--- src/hw/aseq_pkg.sv ---
// Purpose: Shared constants and types of the ADC scan sequencer.
// Assumes: 32-bit AXI4-Lite register bus, 200 MHz aclk.
// Notes:   Offsets are byte addresses.
package aseq_pkg;
  localparam int          ADDR_W     = 9;
  localparam logic [8:0]  OFS_CTRL   = 9'h000;
  localparam logic [8:0]  OFS_STAT   = 9'h004;
  localparam logic [8:0]  OFS_TIMER  = 9'h008;
  localparam logic [1:0]  REG_INSTR  = 2'h1;
  localparam logic [1:0]  REG_DATA   = 2'h2;
  localparam int          CTRL_START = 0;
  localparam int          CTRL_STOP  = 1;
  localparam int          CTRL_IRQEN = 2;
  localparam int          ST_AVAIL   = 0;
  localparam int          ST_OVF     = 1;
  localparam int          ST_TERR    = 2;
  localparam int          ST_IRAM    = 3;
  localparam int          ST_RUN     = 4;
  localparam int          INSTR_EN   = 3;
  localparam int          NCHAN      = 32;
  localparam int          CH_W       = 5;
  localparam int          INSTR_W    = 16;
  localparam int          RES_W      = 16;
  localparam int          TIMER_W    = 16;
  localparam logic [15:0] TIMER_RST  = 16'h0000;
  localparam logic [15:0] TIMER_CONT = 16'h0000;
  localparam logic [4:0]  CH_LAST    = 5'h1f;
  localparam int          TIMER_UNIT_US = 100;
  localparam int          CLK_MHZ    = 200;
  localparam int          TICK_CYCLES = TIMER_UNIT_US * CLK_MHZ;
  localparam logic [1:0]  RESP_OKAY  = 2'h0;
  localparam logic [1:0]  RESP_DECERR = 2'h3;
  typedef enum logic [2:0] {
    S_IDLE, S_WAIT, S_FETCH, S_LOAD, S_CONV, S_END
  } aseq_state_t;
endpackage

--- src/hw/aseq_ram_if.sv ---
// Purpose: Port bundle between the sequencer and its memories.
// Assumes: One write and one registered read port.
// Notes:   Read data appear one cycle after raddr.
interface aseq_ram_if #(
  parameter int AW = 5,
  parameter int DW = 16
);
  logic          we;
  logic [AW-1:0] waddr;
  logic [DW-1:0] wdata;
  logic [AW-1:0] raddr;
  logic [DW-1:0] rdata;
  modport ctl (output we, waddr, wdata, raddr, input rdata);
  modport mem (input we, waddr, wdata, raddr, output rdata);
endinterface

--- src/hw/aseq_ram.sv ---
// Purpose: Simple dual-port memory with registered read data.
// Assumes: Same clock on both ports.
// Notes:   Contents are not reset.
module aseq_ram #(
  parameter int AW = 5,
  parameter int DW = 16
) (
  // Clock
  input wire logic aclk,
  // Ports
  aseq_ram_if.mem  p
);
  logic [DW-1:0] mem_q [2**AW];
  logic [DW-1:0] rd_q;

  always_ff @(posedge aclk) begin
    if (p.we) begin
      mem_q[p.waddr] <= p.wdata;
    end
    rd_q <= mem_q[p.raddr];
  end

  assign p.rdata = rd_q;
endmodule

--- src/hw/aseq_top.sv ---
// Purpose: ADC scan sequencer with error detection, AXI4-Lite slave.
// Assumes: ADC handshake runs on aclk; adc_done pulses once per start.
// Notes:   Results go to a shadow bank, swapped at the end of a pass unless that pass overflows.
// Behaviour
// - On error, finish pass, halt, set flag
// - Timer mode: unacknowledged data raises overflow
// - Writing one to status bit 1 clears overflow
// - Timer mode: interval shorter than pass, timer error
// - Writing one to status bit 2 clears timer error
// - Start with no channel enabled: instruction error
// - Writing one to status bit 3 clears instruction error
// - Any error flag with interrupts enabled: irq
// - Continuous mode: no overflow, flag reads zero
// - Pass end sets data-available, one clears it
// - Timer in 100us units restarts passes
// - Enabled channels converted ascending, stored at end
//
// The AXI4-Lite slave port and the register addresses were chosen for this implementation.
module aseq_top #(
  parameter int PRESCALE = aseq_pkg::TICK_CYCLES
) (
  // Clock and reset
  input  wire logic        aclk,
  input  wire logic        aresetn,
  // AXI4-Lite write
  input  wire logic [8:0]  awaddr,
  input  wire logic [2:0]  awprot,
  input  wire logic        awvalid,
  output logic             awready,
  input  wire logic [31:0] wdata,
  input  wire logic [3:0]  wstrb,
  input  wire logic        wvalid,
  output logic             wready,
  output logic [1:0]       bresp,
  output logic             bvalid,
  input  wire logic        bready,
  // AXI4-Lite read
  input  wire logic [8:0]  araddr,
  input  wire logic [2:0]  arprot,
  input  wire logic        arvalid,
  output logic             arready,
  output logic [31:0]      rdata,
  output logic [1:0]       rresp,
  output logic             rvalid,
  input  wire logic        rready,
  // Converter
  output logic             adc_start,
  output logic [4:0]       adc_chan,
  output logic [15:0]      adc_cfg,
  input  wire logic        adc_done,
  input  wire logic [15:0] adc_result,
  // Interrupt request
  output logic             irq
);
  localparam int PW = $clog2(PRESCALE + 1);

  function automatic logic [31:0] lane_mask(input logic [3:0] s);
    return {{8{s[3]}}, {8{s[2]}}, {8{s[1]}}, {8{s[0]}}};
  endfunction

  function automatic logic mapped(input logic [8:0] a);
    return a == aseq_pkg::OFS_CTRL || a == aseq_pkg::OFS_STAT ||
           a == aseq_pkg::OFS_TIMER || a[8:7] == aseq_pkg::REG_INSTR ||
           a[8:7] == aseq_pkg::REG_DATA;
  endfunction

  aseq_ram_if #(.AW(5), .DW(16)) irom_if ();
  aseq_ram_if #(.AW(6), .DW(16)) dram_if ();
  aseq_ram #(.AW(5), .DW(16)) u_irom (.aclk(aclk), .p(irom_if.mem));
  aseq_ram #(.AW(6), .DW(16)) u_dram (.aclk(aclk), .p(dram_if.mem));

  // Bus state
  logic        aw_have_q, aw_have_d, w_have_q, w_have_d;
  logic [8:0]  awa_q, awa_d, ra_q, ra_d;
  logic [31:0] wd_q, wd_d, rdata_q, rdata_d;
  logic [3:0]  ws_q, ws_d;
  logic        awready_q, awready_d, wready_q, wready_d;
  logic        bvalid_q, bvalid_d, arready_q, arready_d;
  logic        rpend_q, rpend_d, rvalid_q, rvalid_d;
  logic [1:0]  bresp_q, bresp_d, rresp_q, rresp_d;
  logic        do_wr, ar_fire;
  logic [31:0] wm, wv, rd_mux;

  // Sequencer state
  aseq_pkg::aseq_state_t st_q, st_d;
  logic [4:0]  ch_q, ch_d;
  logic [31:0] en_q, en_d;
  logic [15:0] timer_q, timer_d, tcnt_q, tcnt_d, cfg_q, cfg_d;
  logic [PW-1:0] presc_q, presc_d;
  logic        bank_q, bank_d, terr_p_q, terr_p_d, irq_en_q, irq_en_d;
  logic        avail_q, avail_d, ovf_q, ovf_d, terr_q, terr_d;
  logic        iram_q, iram_d, irq_q, irq_d, start_q, start_d;
  logic [4:0]  chan_q, chan_d;
  logic        wr_ctrl, wr_stat, wr_timer, tmode, tick, hit, busy;
  logic        avail_set, ovf_set, terr_set, iram_set;
  logic [3:0]  clr;

  assign do_wr    = aw_have_q & w_have_q & ~bvalid_q;
  assign ar_fire  = arvalid & arready_q;
  assign wm       = lane_mask(ws_q);
  assign wv       = wd_q & wm;
  assign wr_ctrl  = do_wr && awa_q == aseq_pkg::OFS_CTRL;
  assign wr_stat  = do_wr && awa_q == aseq_pkg::OFS_STAT;
  assign wr_timer = do_wr && awa_q == aseq_pkg::OFS_TIMER;
  // Zero bits of a status write leave flags alone
  assign clr      = wr_stat ? wv[3:0] : 4'h0;
  assign tmode    = timer_q != aseq_pkg::TIMER_CONT;
  assign tick     = presc_q == PW'(PRESCALE - 1);
  assign hit      = tmode && tick && (tcnt_q + 16'h1) == timer_q;
  assign busy     = st_q != aseq_pkg::S_IDLE && st_q != aseq_pkg::S_WAIT;

  assign irom_if.we    = do_wr && awa_q[8:7] == aseq_pkg::REG_INSTR;
  assign irom_if.waddr = awa_q[6:2];
  assign irom_if.wdata = wd_q[15:0];
  assign irom_if.raddr = ch_q;
  assign dram_if.raddr = {bank_q, araddr[6:2]};
  assign dram_if.we    = st_q == aseq_pkg::S_CONV && adc_done;
  // Results land in the hidden bank until the pass completes
  assign dram_if.waddr = {~bank_q, ch_q};
  assign dram_if.wdata = adc_result;

  always_comb begin
    rd_mux = 32'h0;
    if (ra_q == aseq_pkg::OFS_CTRL) begin
      rd_mux[aseq_pkg::CTRL_IRQEN] = irq_en_q;
    end else if (ra_q == aseq_pkg::OFS_STAT) begin
      rd_mux[aseq_pkg::ST_AVAIL] = avail_q;
      rd_mux[aseq_pkg::ST_OVF]   = ovf_q & tmode;
      rd_mux[aseq_pkg::ST_TERR]  = terr_q;
      rd_mux[aseq_pkg::ST_IRAM]  = iram_q;
      rd_mux[aseq_pkg::ST_RUN]   = st_q != aseq_pkg::S_IDLE;
    end else if (ra_q == aseq_pkg::OFS_TIMER) begin
      rd_mux[15:0] = timer_q;
    end else if (ra_q[8:7] == aseq_pkg::REG_INSTR) begin
      rd_mux[aseq_pkg::INSTR_EN] = en_q[ra_q[6:2]];
    end else if (ra_q[8:7] == aseq_pkg::REG_DATA) begin
      rd_mux[15:0] = dram_if.rdata;
    end
  end

  always_comb begin
    aw_have_d = do_wr ? 1'b0 : aw_have_q | (awvalid & awready_q);
    w_have_d  = do_wr ? 1'b0 : w_have_q | (wvalid & wready_q);
    awa_d     = (awvalid & awready_q) ? awaddr : awa_q;
    wd_d      = (wvalid & wready_q) ? wdata : wd_q;
    ws_d      = (wvalid & wready_q) ? wstrb : ws_q;
    awready_d = ~aw_have_d;
    wready_d  = ~w_have_d;
    bvalid_d  = do_wr | (bvalid_q & ~bready);
    bresp_d   = bresp_q;
    if (do_wr) begin
      bresp_d = mapped(awa_q) ? aseq_pkg::RESP_OKAY : aseq_pkg::RESP_DECERR;
    end
    ra_d      = ar_fire ? araddr : ra_q;
    rpend_d   = ar_fire;
    rvalid_d  = rpend_q | (rvalid_q & ~rready);
    arready_d = ~rpend_d & ~rvalid_d;
    rdata_d   = rpend_q ? rd_mux : rdata_q;
    rresp_d   = rresp_q;
    if (rpend_q) begin
      rresp_d = mapped(ra_q) ? aseq_pkg::RESP_OKAY : aseq_pkg::RESP_DECERR;
    end
  end

  always_ff @(posedge aclk) begin
    if (!aresetn) begin
      aw_have_q <= 1'b0;
      w_have_q  <= 1'b0;
      awa_q     <= 9'h000;
      wd_q      <= 32'h0;
      ws_q      <= 4'h0;
      awready_q <= 1'b0;
      wready_q  <= 1'b0;
      bvalid_q  <= 1'b0;
      bresp_q   <= 2'h0;
      ra_q      <= 9'h000;
      rpend_q   <= 1'b0;
      rvalid_q  <= 1'b0;
      arready_q <= 1'b0;
      rdata_q   <= 32'h0;
      rresp_q   <= 2'h0;
    end else begin
      aw_have_q <= aw_have_d;
      w_have_q  <= w_have_d;
      awa_q     <= awa_d;
      wd_q      <= wd_d;
      ws_q      <= ws_d;
      awready_q <= awready_d;
      wready_q  <= wready_d;
      bvalid_q  <= bvalid_d;
      bresp_q   <= bresp_d;
      ra_q      <= ra_d;
      rpend_q   <= rpend_d;
      rvalid_q  <= rvalid_d;
      arready_q <= arready_d;
      rdata_q   <= rdata_d;
      rresp_q   <= rresp_d;
    end
  end

  always_comb begin
    st_d      = st_q;
    ch_d      = ch_q;
    bank_d    = bank_q;
    terr_p_d  = terr_p_q | (busy & hit);
    tcnt_d    = tick ? tcnt_q + 16'h1 : tcnt_q;
    presc_d   = tick ? '0 : presc_q + PW'(1);
    start_d   = 1'b0;
    chan_d    = chan_q;
    cfg_d     = cfg_q;
    avail_set = 1'b0;
    ovf_set   = 1'b0;
    terr_set  = 1'b0;
    iram_set  = 1'b0;
    en_d      = en_q;
    if (irom_if.we) begin
      en_d[awa_q[6:2]] = wd_q[aseq_pkg::INSTR_EN];
    end
    irq_en_d  = wr_ctrl ? (irq_en_q & ~wm[aseq_pkg::CTRL_IRQEN]) |
                wv[aseq_pkg::CTRL_IRQEN] : irq_en_q;
    timer_d   = wr_timer ? (timer_q & ~wm[15:0]) | wv[15:0] : timer_q;
    case (st_q)
      aseq_pkg::S_IDLE: begin
        // A halted sequencer waits for software to start it
        if (wr_ctrl && wv[aseq_pkg::CTRL_START]) begin
          if (en_q == 32'h0) begin
            iram_set = 1'b1;
          end else begin
            st_d     = aseq_pkg::S_FETCH;
            ch_d     = 5'h00;
            tcnt_d   = 16'h0;
            terr_p_d = 1'b0;
          end
        end
      end
      aseq_pkg::S_WAIT: begin
        if (hit || !tmode) begin
          st_d   = aseq_pkg::S_FETCH;
          ch_d   = 5'h00;
          tcnt_d = 16'h0;
        end
      end
      aseq_pkg::S_FETCH: begin
        if (en_q[ch_q]) begin
          st_d = aseq_pkg::S_LOAD;
        end else if (ch_q == aseq_pkg::CH_LAST) begin
          st_d = aseq_pkg::S_END;
        end else begin
          ch_d = ch_q + 5'h01;
        end
      end
      aseq_pkg::S_LOAD: begin
        start_d = 1'b1;
        chan_d  = ch_q;
        cfg_d   = irom_if.rdata;
        st_d    = aseq_pkg::S_CONV;
      end
      aseq_pkg::S_CONV: begin
        if (adc_done) begin
          if (ch_q == aseq_pkg::CH_LAST) begin
            st_d = aseq_pkg::S_END;
          end else begin
            ch_d = ch_q + 5'h01;
            st_d = aseq_pkg::S_FETCH;
          end
        end
      end
      aseq_pkg::S_END: begin
        // Fresh results but the last pass still unacknowledged
        ovf_set  = tmode & avail_q;
        terr_set = terr_p_q | hit;
        if (!ovf_set) begin
          bank_d    = ~bank_q;
          avail_set = 1'b1;
        end
        terr_p_d = 1'b0;
        if (ovf_set || terr_set) begin
          st_d = aseq_pkg::S_IDLE;
        end else begin
          st_d = tmode ? aseq_pkg::S_WAIT : aseq_pkg::S_FETCH;
          ch_d = 5'h00;
          if (!tmode) begin
            tcnt_d = 16'h0;
          end
        end
      end
      default: st_d = aseq_pkg::S_IDLE;
    endcase
    if (wr_ctrl && wv[aseq_pkg::CTRL_STOP]) begin
      st_d = aseq_pkg::S_IDLE;
    end
    // Set beats a simultaneous clear so no event is lost
    avail_d = avail_set | (avail_q & ~clr[0]);
    ovf_d   = ovf_set | (ovf_q & ~clr[1]);
    terr_d  = terr_set | (terr_q & ~clr[2]);
    iram_d  = iram_set | (iram_q & ~clr[3]);
    irq_d   = irq_en_q & (avail_q | (ovf_q & tmode) | terr_q | iram_q);
  end

  always_ff @(posedge aclk) begin
    if (!aresetn) begin
      st_q     <= aseq_pkg::S_IDLE;
      ch_q     <= 5'h00;
      bank_q   <= 1'b0;
      terr_p_q <= 1'b0;
      tcnt_q   <= 16'h0;
      presc_q  <= '0;
      start_q  <= 1'b0;
      chan_q   <= 5'h00;
      cfg_q    <= 16'h0;
      en_q     <= 32'h0;
      irq_en_q <= 1'b0;
      timer_q  <= aseq_pkg::TIMER_RST;
      avail_q  <= 1'b0;
      ovf_q    <= 1'b0;
      terr_q   <= 1'b0;
      iram_q   <= 1'b0;
      irq_q    <= 1'b0;
    end else begin
      st_q     <= st_d;
      ch_q     <= ch_d;
      bank_q   <= bank_d;
      terr_p_q <= terr_p_d;
      tcnt_q   <= tcnt_d;
      presc_q  <= presc_d;
      start_q  <= start_d;
      chan_q   <= chan_d;
      cfg_q    <= cfg_d;
      en_q     <= en_d;
      irq_en_q <= irq_en_d;
      timer_q  <= timer_d;
      avail_q  <= avail_d;
      ovf_q    <= ovf_d;
      terr_q   <= terr_d;
      iram_q   <= iram_d;
      irq_q    <= irq_d;
    end
  end

  assign awready   = awready_q;
  assign wready    = wready_q;
  assign bvalid    = bvalid_q;
  assign bresp     = bresp_q;
  assign arready   = arready_q;
  assign rvalid    = rvalid_q;
  assign rdata     = rdata_q;
  assign rresp     = rresp_q;
  assign adc_start = start_q;
  assign adc_chan  = chan_q;
  assign adc_cfg   = cfg_q;
  assign irq       = irq_q;

  property p_halt;
    @(posedge aclk) disable iff (!aresetn)
    (st_q == aseq_pkg::S_END && (ovf_set || terr_set) && !wr_ctrl)
      |=> st_q == aseq_pkg::S_IDLE && (ovf_q || terr_q);
  endproperty
  a_halt: assert property (p_halt) else $error("no halt on error");

  property p_ovf;
    @(posedge aclk) disable iff (!aresetn)
    // Overflowing results are dropped, so the visible bank must not swap
    (st_q == aseq_pkg::S_END && tmode && avail_q) |=> ovf_q && $stable(bank_q);
  endproperty
  a_ovf: assert property (p_ovf) else $error("overflow missed");

  property p_ovf_clr;
    @(posedge aclk) disable iff (!aresetn)
    (clr[1] && !ovf_set) |=> !ovf_q;
  endproperty
  a_ovf_clr: assert property (p_ovf_clr) else $error("ovf not cleared");

  property p_terr;
    @(posedge aclk) disable iff (!aresetn)
    (busy && hit) |=> terr_p_q || terr_q;
  endproperty
  a_terr: assert property (p_terr) else $error("timer error missed");

  property p_terr_clr;
    @(posedge aclk) disable iff (!aresetn)
    (clr[2] && !terr_set) |=> !terr_q;
  endproperty
  a_terr_clr: assert property (p_terr_clr) else $error("terr stuck");

  property p_iram;
    @(posedge aclk) disable iff (!aresetn)
    (st_q == aseq_pkg::S_IDLE && wr_ctrl && wv[aseq_pkg::CTRL_START] &&
     en_q == 32'h0) |=> iram_q && st_q == aseq_pkg::S_IDLE;
  endproperty
  a_iram: assert property (p_iram) else $error("iram error missed");

  property p_iram_clr;
    @(posedge aclk) disable iff (!aresetn)
    (clr[3] && !iram_set) |=> !iram_q;
  endproperty
  a_iram_clr: assert property (p_iram_clr) else $error("iram stuck");

  property p_irq;
    @(posedge aclk) disable iff (!aresetn)
    (irq_en_q && (terr_q || iram_q || (ovf_q && tmode))) |=> irq_q;
  endproperty
  a_irq: assert property (p_irq) else $error("irq not raised");

  property p_cont;
    @(posedge aclk) disable iff (!aresetn)
    (timer_q == aseq_pkg::TIMER_CONT) |-> !ovf_set;
  endproperty
  a_cont: assert property (p_cont) else $error("ovf in continuous");

  property p_restart;
    @(posedge aclk) disable iff (!aresetn)
    (st_q == aseq_pkg::S_WAIT && hit && !wr_ctrl)
      |=> st_q == aseq_pkg::S_FETCH && ch_q == 5'h00 && tcnt_q == 16'h0;
  endproperty
  a_restart: assert property (p_restart) else $error("no restart");

  property p_order;
    @(posedge aclk) disable iff (!aresetn)
    // A stop or an instruction write may legally land in the load cycle
    (adc_start && !$past(wr_ctrl && wv[aseq_pkg::CTRL_STOP]) &&
     !$past(irom_if.we)) |-> en_q[adc_chan] && st_q == aseq_pkg::S_CONV;
  endproperty
  a_order: assert property (p_order) else $error("bad channel");

  property p_sticky;
    @(posedge aclk) disable iff (!aresetn)
    (terr_q && !clr[2]) |=> terr_q;
  endproperty
  a_sticky: assert property (p_sticky) else $error("flag lost");
endmodule

--- config.mk ---
export PLATFORM = sky130hd
export DESIGN_NAME = aseq_top
export DESIGN_NICKNAME = d
export VERILOG_FILES = /design/src/hw/aseq_pkg.sv /design/src/hw/aseq_ram_if.sv /design/src/hw/aseq_ram.sv /design/src/hw/aseq_top.sv
export SDC_FILE = /design/constraint.sdc
export NUM_CORES = 2
export LEC_CHECK = 0
export BUFFER_PORTS_ARGS = -buffer_cell sky130_fd_sc_hd__buf_2
export CORE_ASPECT_RATIO = 0.5
export CORE_UTILIZATION = 61
export CTS_CLUSTER_DIAMETER = 150
export DETAILED_ROUTE_END_ITERATION = 8
export GPL_TIMING_DRIVEN = 0
export MAX_ROUTING_LAYER = met4
export PLACE_DENSITY = 0.78
export SLEW_MARGIN = 0
export SYNTH_ARGS = -nofsm -noshare
export SYNTH_HDL_FRONTEND = slang
export SYNTH_HIERARCHICAL = 1
export SYNTH_SLANG_ARGS = --single-unit
--- constraint.sdc ---
create_clock -name aclk -period 3.55 [get_ports aclk]
set_input_delay 0.1775 -clock aclk [delete_from_list [all_inputs] [get_ports aclk]]
set_output_delay 0.1775 -clock aclk [all_outputs]
set_load 0.005 [all_outputs]
# Word level (Yosys, flattened, before mapping)
# Memories as Yosys holds them, arrays and structs flattened. A register that Yosys moved wholly into a read port is not among the register bits.
# Index checks and enable logic that the tools add are counted.
# classes
n_reduce_logical,34
mux,62
n_eq_ne,24
add_sub_neg,3
order_cmp,4
bitwise_logic,50
# op_table
cell,count
$mux 16,8
$pmux 16 s3,1
$mux 5,8
$and 16x16->16,2
$bwmux 32,1
$logic_not 32->1,1
$pmux 5 s5,1
$mux 3,8
$mux 1,21
$eq 9x3->1 const B,2
$eq 9x4->1 const B,2
$logic_not 9->1,2
$lt 5x6->1 const B,3
$pmux 3 s6,1
$and 1x1->1,17
$add 16x1->16 const B,1
$eq 16x16->1,1
$not 16->16,1
$or 16x16->16,1
$reduce_bool 16->1,1
$add 15x1->15 const B,1
$eq 15x15->1 const B,1
$not 1->1,15
$or 1x1->1,14
29 further kinds,63
# word_totals
input_bits,84
out_inout_bits,64
memories,2
mem_bits_rw,1536
ff_bits,181
# memory_table
name,words,width,read_ports,rd_ports_with_merged_regs,write_ports,line,source
u_dram.mem_q,64,16,1,1,1,aseq_ram.sv:13,logic [DW-1:0] mem_q [2**AW];
u_irom.mem_q,32,16,1,1,1,aseq_ram.sv:13,

# Depth between registers and ports, before layout
# logic_depth
depth_word,8
mapped_depth,11
depth_no_buf,10

# By module
# The synthesis kept the hierarchy.
# by_module_without_submodules
module,n_inst,cells_each,area_each_um2,seq_area_each_um2
aseq_ram (u_dram),1,1829,40042.2,31069.8
aseq_ram (u_irom),1,1143,20535.9,15695.1
aseq_top,1,1069,9116.2,3583.4

# Least setup slack after synthesis
# Ideal clock, no wire load.
# synth_timing
path_kind,reg2reg
from,register st_q[1]
to,memory u_dram.mem_q[48][0] (enable)
required_time_ns,3.141
stages_incl_launch_ff,7
setup_slack_ns,0.769
synth_period_minus_slack_ns,2.781
t_arrival_ns,2.372
n_path_buf,1
cell_sequence,dfxtp_1 -> clkbuf_1 -> nand2b_1 -> nor2_1 -> nor2b_1 -> nand4b_1 -> nor3_1
# synth_via
elab_chain_len,4
# synth_rtl
item,line,source
from (decl),aseq_top.sv:85,"aseq_pkg::aseq_state_t st_q, st_d;"
from (signal assigned),aseq_top.sv:302,st_q <= aseq_pkg::S_IDLE;
from (signal assigned),aseq_top.sv:320,st_q <= st_d;
$eq 3x3->1,aseq_top.sv:117,assign dram_if.we = st_q == aseq_pkg::S_CONV && adc_done;
$logic_and 1x1->1,aseq_top.sv:117,
via dram_if.we,aseq_ram_if.sv:8,logic we;
$mux 1,aseq_ram.sv:17,if (p.we) begin
$mux 1 (implied by the code),aseq_ram.sv:18,mem_q[p.waddr] <= p.wdata;
to (decl),aseq_ram.sv:13,
# The timed path passes the listed nets, and every way through them passes these cells.

# Worst setup path after layout
# layout_timing
from,register st_q[0]
to,memory u_dram.mem_q[28][7] (enable)
# Same word-level chain as after synthesis.

==> impl_metrics.ini <==
[yosys]
flip_flop_and_latch_count_after_synthesis = 1747
post_synth.cell_area_avg_sq_um = 17.2
synth_cell_type_count = 85
synth_edf_count = 1536
postSynth.topFlopCell = edfxtp_1
ys_warn_count = 6
synth_async_sr_flop_share_pct = 0
synth-seq-area-share_pct = 72.2
synthCells = 4041
synth_area_sq_um = 69700

[layout]
layout-drive-gt1-share_pct = 20.5
num-nets-final = 4510
layout.cells.most_common_list = edfxtp_1, mux2i_1, nand2_1, mux4_2, dfxtp_1
synthToLayoutAreaGrowth_pct = 12.9
instances_no_fill = 6061
layout.cells.most_common = edfxtp_1

[sta]
fin_crit_sh_pct = 108
post-route-min-period_ns = 3.84
final_hold_viol_count = 0
layout_setup_ws_ns = -0.293
final.setup.tns_ns = -17.97
setup_viol = 118
timing.hold.ws_ns = 0.190
peak_freq_mhz = 260
worst_clock_skew_ns = 0.0347
slew_viol_final = 0
relSlewSlack_pct = 3.40
worstMarginPinSlew_ns = 1.45
rsz0062_at_grt = true

[clocking]
clock_path_buffers = 3
clock_tree.root_cell = clkbuf_16
cts_buffers = 147
clk-insertion-delay-late_ns = 0.80
cts_sink_count = 1747
cts_htree_levels = 4
tritoncts = yes
clk_pin_slew_worst_paths_ns = 0.07

[critical_path]
r2r-start = st_q[0]$_SDFFE_PP0P_
worst-path-buf-inv = 1
timing.critical_path.required_ns = 3.94
timing_worst_setup_path_type = reg -> reg
cp_data_arrival_time_ns = 4.24
startpoint = st_q[0]$_SDFFE_PP0P_
critPathMostFrequentCell = nand2_1
critPathCaptureType = flop
timing.critical_path.slowest_stage_cell = nor2_2
ordered_cell_list_for_the_critical_path = inv_1 > nand2_1 > nor2_1 > nor2b_1 > nand2_1 > nor2_2
cp_slowest_stage_delay_ns = 1.04
critical_path_peak_fanout = 16
cp-start-kind = flop
path_delay_family = simple AND/OR/NAND/NOR gates

[power]
ir_worst_vdd_v = 0.000471
power.density_cell_area_nw_per_um2 = 511
total_power_mw = 40.2
cellLeakagePower_nw = 25.7

[status]
outcome = complete, but fails checks
violations_in_the_final_reports = negative setup slack

[floorplanning]
core_area_sq_um = 113000
floorplan.die.height_um = 241
ios = 148
fp-row-count = 87
x_dimension_of_the_die_um = 480
initial_core_util_pct = 61.7
floorplan.die_area_sq_um = 116000

[min_path]
worst_hold_path_type = in -> reg
hold_path_startpoint = awvalid

[routing]
detailedRoute.firstIterationViolations = 5680
drt-wirelength-per-cell_um = 29.8
postRouteWirelength_um = 180000
drtPass1Iterations = 8
avgViaCountPerCell = 6.63
detail-route-antenna-nets = 0
vias = 40161
detail_route.drc_violations = 0

[placement]
io_buffer_count = 107
gpl.final_weighted_congestion = 0.990
placement.setup.worst_slack_ns = -0.416
numPlacedInstances = 5721
dp.final_hpwl_um = 115000

[job]
timing.max_cap.violations = 0

[grt]
first_global_vias = 39531
global_route_wire_length_before_repair_um = 261000
grt_overflow = 0
grt_use_total_pct = 32.5
antenna_found_initial = 6
grt_max_degree = 65
## layer usage
metal	routed length, um	track usage [%]	part of all wire, %
met1	65500	41.3	36
met2	85700	50.9	47
met5	0	-	0
met3	20200	7.25	11
met4	9040	14.3	5.0
## layout make-up
cell class	count	area (sq um)
clock inverter	80	761
tap	1513	1890
clock buffer	190	3990
fill	6872	34300
antenna	5	12.5
timing repair buffer	217	1870
buffer	259	1700
multi-input combinational	2039	18000
sequential	1747	50400
inverter	11	41.3
## worst min-delay path, delay by kind of cell
kind                   cells  cell delay, ns
buffers and inverters      2            0.33
and+or+nand+nor            3            0.40
## logic make-up (layout without fill, tap and decap cells)
| family | after synthesis | in the layout | synth area share, % |
|---|---|---|---|
| AOI/OAI and AO/OA | 488 | 488 | 5.09 |
| xor gates and xnor gates | 46 | 46 | 0.578 |
| adders and majority gates | 4 | 4 | 0.0718 |
| buffers and inverters | 270 | 757 | 2.49 |
| DFF | 1747 | 1747 | 72.2 |
| muxes | 643 | 643 | 13.7 |
| other | 1 | 21 | 0.00538 |
| and+or+nand+nor | 842 | 842 | 5.85 |
## path summary, 6_finish.rpt
path,endpoint,slack (ns),cells after the start
worst max-delay path,u_dram/mem_q[28][7]$_DFFE_PP_,-0.29,6
worst min-delay path,aw_have_q$_SDFF_PN0_,0.19,5
worst max register to register,u_dram/mem_q[28][7]$_DFFE_PP_,-0.29,6
worst min register to register,adc_cfg[15]$_SDFFE_PN0P_,0.45,2
## power by group
part	leakage [nW]	total (mW)	switching, mW	internal [mW]
Sequential	16.1	22.5	0.151	22.4
Combinational	7.28	1.55	0.989	0.561
Clock	2.31	16.1	7.32	8.80
## sequential cells by signal, indices dropped and copies added, names as in the netlist, 2 cells and up, named ones only
signal and count:
presc_q 15, u_dram/mem_q 1024, u_irom/p.rdata 16, st_q 3
ra_q 9, u_irom/mem_q 512, u_dram/p.rdata 16, adc_chan 5
ws_q 2, tcnt_q 16, wd_q 16, en_q 32
ch_q 5, adc_cfg 16, rdata 16, awa_q 9
## what timing repair did
item                       CTS  global route
resized for setup           19            26
setup endpoints to repair  466           653
setup buffers                3             0
hold buffers                61             0
hold endpoints to repair    46             0
pin swaps                    1             0
## synth_stat cells, drive strengths merged, types with 73 or more instances
| cell type | number | area [sq um] |
|---|---|---|
| mux4 | 243 | 5490 |
| nand3 | 96 | 480 |
| buf | 160 | 1320 |
| dfxtp | 211 | 4220 |
| nor2b | 73 | 457 |
| nor2 | 168 | 646 |
| nand2 | 312 | 1180 |
| clkbuf | 99 | 378 |
| a22oi | 115 | 863 |
| a21boi | 90 | 676 |
| mux2i | 372 | 3720 |
| a21oi | 84 | 435 |
| edfxtp | 1536 | 46100 |
## stage by stage
| stage | utilization [%] | area (sq um) |
|---|---|---|
| 5_1_grt | 69.6 | 78700 |
| 3_3_place_gp | 63.9 | 72200 |
| 3_5_place_dp | 64.6 | 73000 |
| 2_1_floorplan | - | 69800 |
| 4_1_cts | 69.5 | 78500 |
| 6_report | 69.6 | 78700 |
Power figures use the tool's default switching activity.
